`src/decoder_regs.svh`:
```
// width and bit position constants for the instruction field decoder
// assumes a single clock domain and a synchronous active-high reset
// ****************************************************************
// ****************************************************************
`ifndef DECODER_REGS_SVH
`define DECODER_REGS_SVH
`define INSTR_W          16
`define FILE_ADDR_W      8
`define PERIPH_ADDR_W    5
`define LIT8_W           8
`define LIT13_W          13
`define TBL_PTR_W        16
`define TBL_LAT_W        16
`define INT_DIS_BIT      4
`define QPHASE_W         2
`define QPHASE_LAST      2'h3
`define DEST_BIT         8
`define TBL_T_BIT        9
`define TBL_I_BIT        8
`define BIT_SEL_LSB      8
`define BIT_SEL_W        3
`define PERIPH_LSB       8
`define NOP_WORD         16'h0000
`endif

```
`src/decoder_pkg.sv`:
```
// types shared by the decoder files
// assumes decoder_regs.svh for widths
`include "decoder_regs.svh"
package decoder_pkg;
  typedef enum logic [2:0] {
    CLASS_BYTE, CLASS_BIT, CLASS_MOVE, CLASS_TABLE, CLASS_LITERAL,
    CLASS_CONTROL, CLASS_RESERVED
  } op_class_t;
  typedef enum logic [1:0] {Q_DECODE, Q_READ, Q_PROCESS, Q_WRITE} qphase_t;
endpackage

```
`src/fields_if.sv`:
```
// field bundle between decode and field extraction
// assumes one clock domain
`timescale 1ns/1ps
`default_nettype none
`include "decoder_regs.svh"
interface fields_if;
  logic [`INSTR_W-1:0] word;
  logic [`FILE_ADDR_W-1:0] file_addr;
  logic [`PERIPH_ADDR_W-1:0] periph_addr;
  logic [`BIT_SEL_W-1:0] bit_sel;
  logic [`LIT13_W-1:0] literal;
  logic [7:0] bit_mask;
  modport src (output word, input file_addr, periph_addr, bit_sel, literal,
               bit_mask);
  modport ext (input word, output file_addr, periph_addr, bit_sel, literal,
               bit_mask);
endinterface
`default_nettype wire

```
`src/field_extract.sv`:
```
// pure field slicing of one instruction word
// assumes word is already registered by the caller
`timescale 1ns/1ps
`default_nettype none
`include "decoder_regs.svh"
module field_extract (
  fields_if.ext f
);
  assign f.file_addr   = f.word[`FILE_ADDR_W-1:0];
  assign f.periph_addr = f.word[`PERIPH_LSB +: `PERIPH_ADDR_W];
  assign f.bit_sel     = f.word[`BIT_SEL_LSB +: `BIT_SEL_W];
  assign f.literal     = f.word[`LIT13_W-1:0];
  genvar gi;
  generate
    for (gi = 0; gi < 8; gi = gi + 1) begin : g_mask
      assign f.bit_mask[gi] = (f.bit_sel == `BIT_SEL_W'(gi));
    end
  endgenerate
endmodule
`default_nettype wire

```
`src/instruction_field_decoder.sv`:
```
// instruction word decoder with quarter-phase sequencer
// assumes program memory presents instr_i before each decode phase
`timescale 1ns/1ps
`default_nettype none
`include "decoder_regs.svh"
module instruction_field_decoder (
  // clock and reset
  input  wire logic                      clk_i,
  input  wire logic                      reset_i,
  // program memory side
  input  wire logic [`INSTR_W-1:0]       instr_i,
  output logic                           fetch_o,
  // execution feedback
  input  wire logic                      cond_true_i,
  input  wire logic                      pc_changed_i,
  // phase
  output logic [`QPHASE_W-1:0]           qphase_o,
  output logic                           cycle_start_o,
  // decoded fields
  output logic [2:0]                     op_class_o,
  output logic [`FILE_ADDR_W-1:0]        file_addr_o,
  output logic [`PERIPH_ADDR_W-1:0]      periph_addr_o,
  output logic [`BIT_SEL_W-1:0]          bit_sel_o,
  output logic [7:0]                     bit_mask_o,
  output logic [`LIT8_W-1:0]             literal8_o,
  output logic [`LIT13_W-1:0]            literal13_o,
  output logic                           lit13_valid_o,
  // destination, table, cycle and interrupt controls
  output logic                           write_working_register_o,
  output logic                           write_file_o,
  output logic                           table_high_byte_o,
  output logic                           table_pointer_inc_o,
  output logic                           two_cycle_o,
  output logic                           nop_cycle_o,
  output logic                           reserved_o,
  output logic [`INT_DIS_BIT:0]          int_disable_pos_o
);
  // ****************************************************************
  // quarter phase counter
  // ****************************************************************
  logic [`QPHASE_W-1:0] q_q;
  wire                  q_last = (q_q == `QPHASE_LAST);
  always_ff @(posedge clk_i) begin
    if (reset_i) q_q <= '0;
    else q_q <= q_q + 2'h1;
  end
  assign qphase_o      = q_q;
  assign cycle_start_o = (q_q == 2'h0);
  assign fetch_o       = q_last;

  // ****************************************************************
  // instruction register and second-cycle nop
  // ****************************************************************
  logic [`INSTR_W-1:0] ir_q;
  logic                nop_q;
  wire                 hi4_a = (ir_q[15:12] == 4'hA);
  wire                 is_tbl_xfer = hi4_a & ir_q[11];
  wire                 extra_cycle = ~nop_q &
                       (is_tbl_xfer | cond_true_i | pc_changed_i);
  always_ff @(posedge clk_i) begin
    if (reset_i) begin
      ir_q  <= `NOP_WORD;
      nop_q <= 1'b0;
    end else if (q_last) begin
      ir_q  <= extra_cycle ? `NOP_WORD : instr_i;
      nop_q <= extra_cycle;
    end
  end

  fields_if fb ();
  assign fb.word = ir_q;
  field_extract u_fields (.f(fb));

  // ****************************************************************
  // class decode
  // ****************************************************************
  logic [2:0] cls;
  wire        is_byte   = (ir_q[15:14] == 2'h0);
  wire        is_move   = (ir_q[15:14] == 2'h1);
  wire        is_bit    = (ir_q[15:13] == 3'h4);
  wire        is_table  = hi4_a;
  wire        is_lit    = (ir_q[15:12] == 4'hB);
  wire        is_ctrl   = (ir_q[15:13] == 3'h6) | (ir_q[15:13] == 3'h7);
  wire        is_s_form = is_byte & (ir_q[13:10] == 4'hA | ir_q[13:10] == 4'hB);
  wire        is_nop    = (ir_q[15:8] == 8'h00);
  // 0x00 high byte with nonzero low byte is an unused encoding
  wire        is_rsvd   = (is_nop & (ir_q[7:0] != 8'h00)) |
                          (ir_q[15:12] == 4'h9);
  always_comb begin
    cls = decoder_pkg::CLASS_RESERVED;
    if (is_rsvd) cls = decoder_pkg::CLASS_RESERVED;
    else if (is_byte) cls = decoder_pkg::CLASS_BYTE;
    else if (is_move) cls = decoder_pkg::CLASS_MOVE;
    else if (is_bit) cls = decoder_pkg::CLASS_BIT;
    else if (is_table) cls = decoder_pkg::CLASS_TABLE;
    else if (is_lit) cls = decoder_pkg::CLASS_LITERAL;
    else if (is_ctrl) cls = decoder_pkg::CLASS_CONTROL;
  end

  // ****************************************************************
  // destination selects
  // ****************************************************************
  wire dbit = ir_q[`DEST_BIT];
  // s form: 0 both, 1 file only; d form: 0 working, 1 file
  wire wr_w = ~is_rsvd & ~is_nop & is_byte &
              (is_s_form ? ~dbit : ~dbit);
  wire wr_f = ~is_rsvd & ~is_nop & is_byte & (is_s_form | dbit);

  // ****************************************************************
  // registered outputs
  // ****************************************************************
  always_ff @(posedge clk_i) begin
    if (reset_i) begin
      op_class_o               <= decoder_pkg::CLASS_BYTE;
      file_addr_o              <= '0;
      periph_addr_o            <= '0;
      bit_sel_o                <= '0;
      bit_mask_o               <= '0;
      literal8_o               <= '0;
      literal13_o              <= '0;
      lit13_valid_o            <= 1'b0;
      write_working_register_o <= 1'b0;
      write_file_o             <= 1'b0;
      table_high_byte_o        <= 1'b0;
      table_pointer_inc_o      <= 1'b0;
      two_cycle_o              <= 1'b0;
      nop_cycle_o              <= 1'b0;
      reserved_o               <= 1'b0;
    end else begin
      op_class_o               <= cls;
      file_addr_o              <= fb.file_addr;
      periph_addr_o            <= fb.periph_addr;
      bit_sel_o                <= fb.bit_sel;
      // reserved words touch no bit, so the mask stays clear
      bit_mask_o               <= (is_bit & ~is_rsvd) ? fb.bit_mask
                                                      : 8'h00;
      literal8_o               <= fb.literal[`LIT8_W-1:0];
      literal13_o              <= fb.literal;
      lit13_valid_o            <= (ir_q[15:13] == 3'h7);
      write_working_register_o <= wr_w & ~nop_q;
      write_file_o             <= wr_f & ~nop_q;
      table_high_byte_o        <= is_table & ir_q[`TBL_T_BIT];
      // x bit of latch-only forms ignored
      table_pointer_inc_o      <= is_tbl_xfer & ir_q[`TBL_I_BIT];
      two_cycle_o              <= extra_cycle;
      nop_cycle_o              <= nop_q | is_rsvd;
      reserved_o               <= is_rsvd;
    end
  end
  // one-hot pointer to global interrupt disable position
  assign int_disable_pos_o = {1'b1, {`INT_DIS_BIT{1'b0}}};
endmodule
`default_nettype wire

```
`config.mk`:
```
export PLATFORM = sky130hd
export DESIGN_NAME = instruction_field_decoder
export DESIGN_NICKNAME = d
export VERILOG_FILES = /design/src/decoder_pkg.sv /design/src/fields_if.sv /design/src/field_extract.sv /design/src/instruction_field_decoder.sv
export VERILOG_INCLUDE_DIRS = /design/src
export SDC_FILE = /design/constraint.sdc
export NUM_CORES = 1
export LEC_CHECK = 0
export BUFFER_PORTS_ARGS = -buffer_cell sky130_fd_sc_hd__buf_2
export CORE_MARGIN = 8
export CORE_UTILIZATION = 45
export CTS_BUF_LIST = sky130_fd_sc_hd__clkbuf_4 sky130_fd_sc_hd__clkbuf_8
export DETAILED_ROUTE_END_ITERATION = 8
export GPL_TIMING_DRIVEN = 0
export PLACE_DENSITY_LB_ADDON = 0.05
export SYNTH_ARGS = -nofsm -noshare
export SYNTH_HDL_FRONTEND = slang
export SYNTH_SLANG_ARGS = --single-unit
```
`constraint.sdc`:
```
create_clock -name clk_i -period 3.4 [get_ports clk_i]
set_clock_uncertainty 0.15 [all_clocks]
set_input_delay 0.17 -clock clk_i [delete_from_list [all_inputs] [get_ports clk_i]]
set_output_delay 0.17 -clock clk_i [all_outputs]
set_load 0.02 [all_outputs]
```
### Word level (Yosys, flattened, before mapping)

Index checks and enable logic that the tools add are counted.

* register bits: 67
* logic and storage cells: 76

* add/sub/neg operators: 1
* equal/unequal tests: 17
* muxes and demuxes: 8
* bitwise logic cells: 25
* reduce and logical (&&, ||, !) cells: 7

Operators with widths (count)
* 3-bit == test, second input constant: 7
* 4-bit == test, second input constant: 5
* 16-bit two-way mux: 1
* 3-bit two-way mux: 5
* 1-bit bitwise AND: 13
* 8-bit zero test: 1
* 8-bit nonzero test: 1
* 1-bit bitwise OR: 7
* 3-bit by 2-bit == test with 1-bit output, second input constant: 2
* 1-bit inverter: 5
* 2-bit zero test: 2
* 2-bit two-way mux: 2
* 4-bit OR reduction: 1
* 3-bit by 1-bit == test with 1-bit output, second input constant: 1
* 3-bit zero test: 1
* 2-bit by 1-bit adder with 2-bit output, second input constant: 1
* 2-bit by 1-bit == test with 1-bit output, second input constant: 1
* 2-bit == test, second input constant: 1
* 2-bit OR reduction: 1

### Logic depth before layout (Yosys ltp)

* depth after elaboration: 9
* gate-level depth with buffers: 6
* gate-level depth less buffers: 5

### Hierarchy

From an unflattened synthesis, not the netlist that was laid out.

* cells, all modules: 277
* area, all modules: 2703.8 µm²

Modules (own cells, without submodules)
* instruction_field_decoder: times used 1, cells each 240, area each 2421.1 µm², seq. area each 1341.3 µm²
* field_extract: times used 1, cells each 37, area each 282.8 µm², seq. area each 0.0 µm²

### Worst setup path after synthesis

OpenSTA, ideal clock, no wires.

* path type: reg2reg
* from: register q_q[0] (netlist: qphase_o[0])
* to: register ir_q[0] (netlist: fb.word[0])
* arrival time: 1.459 ns
* setup slack: 1.674 ns
* stages on the path, launching flop included: 5
* buffers on the path: 1
* cells stage by stage: dfxtp_1 ha_1 nor2_1 clkbuf_1 a22o_1

* cells in the longest elaborated chain, start to end: 1

RTL lines
* start: declaration: line instruction_field_decoder.sv:41 `` logic [`QPHASE_W-1:0] q_q; ``
* start signal: assignment: line instruction_field_decoder.sv:45 `else q_q <= q_q + 2'h1;`
* 2-bit == test (no source line)
* named net fetch_o: line instruction_field_decoder.sv:12 `output logic fetch_o,`
* end signal: assignment: line instruction_field_decoder.sv:62 `` ir_q <= `NOP_WORD; ``
* end signal: assignment: line instruction_field_decoder.sv:65 `` ir_q <= extra_cycle ? `NOP_WORD : instr_i; ``
* end: declaration: line instruction_field_decoder.sv:54 `` logic [`INSTR_W-1:0] ir_q; ``

The timed path passes the listed nets, and every way through them passes these cells.
A chain may end at the register's enable or synchronous reset.

### Worst setup path after layout

* from: register q_q[0] (netlist: qphase_o[0])
* to: register ir_q[4] (netlist: fb.word[4])

* cells in the longest elaborated chain, start to end: 1

RTL lines
* 2-bit == test (no source line)

No other way between the ends.

==> metrics.txt <==
status complete, no violations; Area Growth Syn to Fin 39.2%; CP endpoint kind flip-flop; slew margin rel. 66.3%; HP Start cond_true_i; XOR/XNOR Fraction of Synth Area less than 1%; Hold WC Path Type in2reg; Post-Syn Area 1890 sq um; largest family of logic cells by synthesized area buffers and inverters; Max Cap Violations 0; post-synthesis sequential area ratio 53.9%; Synth Area in Adders 1.32%; Total GRT Usage 13.6%; Clock power frac 37.3%; Die W 80.9 um; CTS H-Tree Depth 2; Syn. warnings 0; synth unique cells 31; Comb power frac around 9%; Seq cells post-synth just over 50; FMAX about 570 MHz; Post-synth top cells 51 x dfxtp_1, 30 x buf_4, 14 x nor2_1; clock latency on the worst-skew pair 0.30 ns; global-route wire length before repair 6920 um; first-pass iteration count of the detailed router 4; sequential fraction of design power 53.9%; total die area 6540 sq um; ys flop type dfxtp_1; Fin. Hold Viols 0; Nets around 310; CTS Buffer Depth 2; port buffer count 78; WS Path Type reg2reg; Post-CTS Resized 0; WHS ~0.16 ns; CP max FO 10; I/O pins 85; most numerous cell in the Yosys netlist dfxtp_1; met2 wire length 2040 um; drc violations 0; vias in the first global route 1,439; Placer Congestion 0.725; hold_buf cts 16; initial antenna violation count 0; Compound-Gate Fraction of Synth Area 11.6%; count of pins over their slew limit 0; Setup Buffers After CTS 0; Max Used Layer met4; layout cells sized above 1 45.5%; drt first-iter violations 68; Peak VDD IR around 0.00025 V; Overflow after GRT 0; setup_tns 0 ns; antenna cells 0; syn avg cell area 10.5 sq um; Worst path max stage delay 0.42 ns; total internal power 891 uW; Sw Pwr 247 uW; Crit-path slowest cell clkbuf_1; CTS Root Cell clkbuf_8; fin crit period roughly 1.8 ns; Post-Syn Instances approximately 180; Crit path buffers/inverters 1; Starting Density 47.0%; Routed Antenna Nets 0; period utilisation layout 51.6%; post-synthesis simple-gate area fraction 15.5%; arrival time at the worst endpoint 1.86 ns; CTS tree done; Worst Setup SP qphase_o[0]$_SDFF_PP0_; core area between 4000 and 5000 sq um; CTS Sinks between 50 and 60; Vias 1,554; mux cell area share after synthesis 0.528%; TritonCTS buffer count 5; met3 routed WL 515 um; post-synth top area cell dfxtp_1; routed length per instance 13.3 um; row count 23; critical path required time roughly 3.5 ns; die span in y 80.9 um; pin count of the biggest net entering global routing 16; FILL cells 360; RSZ-0062 raised after global routing no; Lkg Pwr between 1 and 1.5 nW; Post-synth EDFFs 0; Slew @ Worst Pin between 0.5 and 0.6 ns; Largest delay share family, worst path buffers and inverters; post-synth top area share between 50% and 60%; pwr dens between 400 and 500 nW/um^2; final WL 4460 um; reg2reg start qphase_o[0]$_SDFF_PP0_; Synth area leaders dfxtp_1 54%, buf_4 12%, a22o_1 4.6%; Startpoint Class flip-flop; Worst-path clk slew 0.08 ns; wl on met1 1860 um; post-synthesis async set-or-reset flop share 0%; hpwl dp 3280 um; routed vias/inst about 4.6; Sw Ratio between 20% and 30%; setup violators final 0; critical path, cell by cell ha_1 -> nor2_1 -> clkbuf_1 -> a22o_1
[final timing paths]
check,slack [ns],endpoint,depth (start not counted)
worst min-delay path,0.16,two_cycle_o$_SDFF_PP0_,3
worst min register to register,0.32,qphase_o[0]$_SDFF_PP0_,1
worst max-delay path,1.64,fb.word[4]$_SDFFE_PP0P_,4
worst max register to register,1.64,fb.word[4]$_SDFFE_PP0P_,4
[kinds of logic (layout without fill, tap and decap cells)]
family,Yosys count,after routing
AOI/OAI and AO/OA,25,25
xor gates and xnor gates,1,1
adders and majority gates,2,2
buffers and inverters,46,148
DFF,51,51
muxes,1,1
other,2,5
and+or+nand+nor,53,53
[placed cells by master (no fill, tap or decap), types with 2 or more instances in the layout]
cell	instances
inv_1	7
nor2_1	14
dfxtp_1	51
a21o_1	2
clkbuf_8	6
a22o_1	10
nor2b_1	13
conb_1	5
nor4_1	6
a21oi_1	3
buf_6	3
clkbuf_1	5
nor3_1	5
dlygate4sd3_1	16
nand3b_1	2
nand2_1	7
ha_1	2
buf_2	79
buf_4	30
a22o_2	5
[power by group through the flow]
stage               Clock [mW]  Sequential, mW  Combinational, mW
global placement             0           0.627             0.0852
floorplan                    0           0.636             0.0461
CTS                      0.434           0.613              0.101
global route             0.462           0.615              0.110
finish                   0.424           0.613              0.101
detailed placement           0           0.627             0.0858
[routing by layer]
metal  global-route usage [%]  vias to the layer above
met2                     21.2                       63
met3                     4.97                        4
met1                     16.0                      711
li1                         -                      776
met5                        0                        -
met4                     6.96                        0
[metrics by stage]
step                setup WS [ns]  power [mW]  utilization, %  cell area, sq um  instances
finish                       1.64        1.14            65.4              2640        336
CTS                          1.64        1.15            65.4              2640        336
global placement             1.66       0.712            58.5              2360        312
detailed placement           1.67       0.713            58.5              2360        312
global route                 1.50        1.19            65.4              2640        336
floorplan                    1.67       0.682               -              1910        184
[registers in the layout, indices dropped and copies added (netlist names), 2 cells and up]
| name | flops |
|---|---|
| literal8_o | 7 |
| qphase_o | 2 |
| op_class_o | 3 |
| periph_addr_o | 5 |
| fb.word | 16 |
| bit_mask_o | 8 |
[tightest hold or removal path, cell delays in order]
cell      delay [ns]
buf_2           0.09
a311oi_2        0.05
nor3_1          0.22
[layout make-up]
cell class | count | area, sq um | area share [%]
inverters | 7 | 26.3 | 0.997
multi-input cells | 87 | 576 | 21.8
repair buffers | 94 | 551 | 20.9
clock buffers | 6 | 82.6 | 3.13
flip-flops and latches | 51 | 1020 | 38.7
plain buffers | 39 | 283 | 10.7
well taps | 50 | 62.6 | 2.37
clock inverters | 2 | 35.0 | 1.33
No activity file was read; power rests on OpenSTA's default activity.
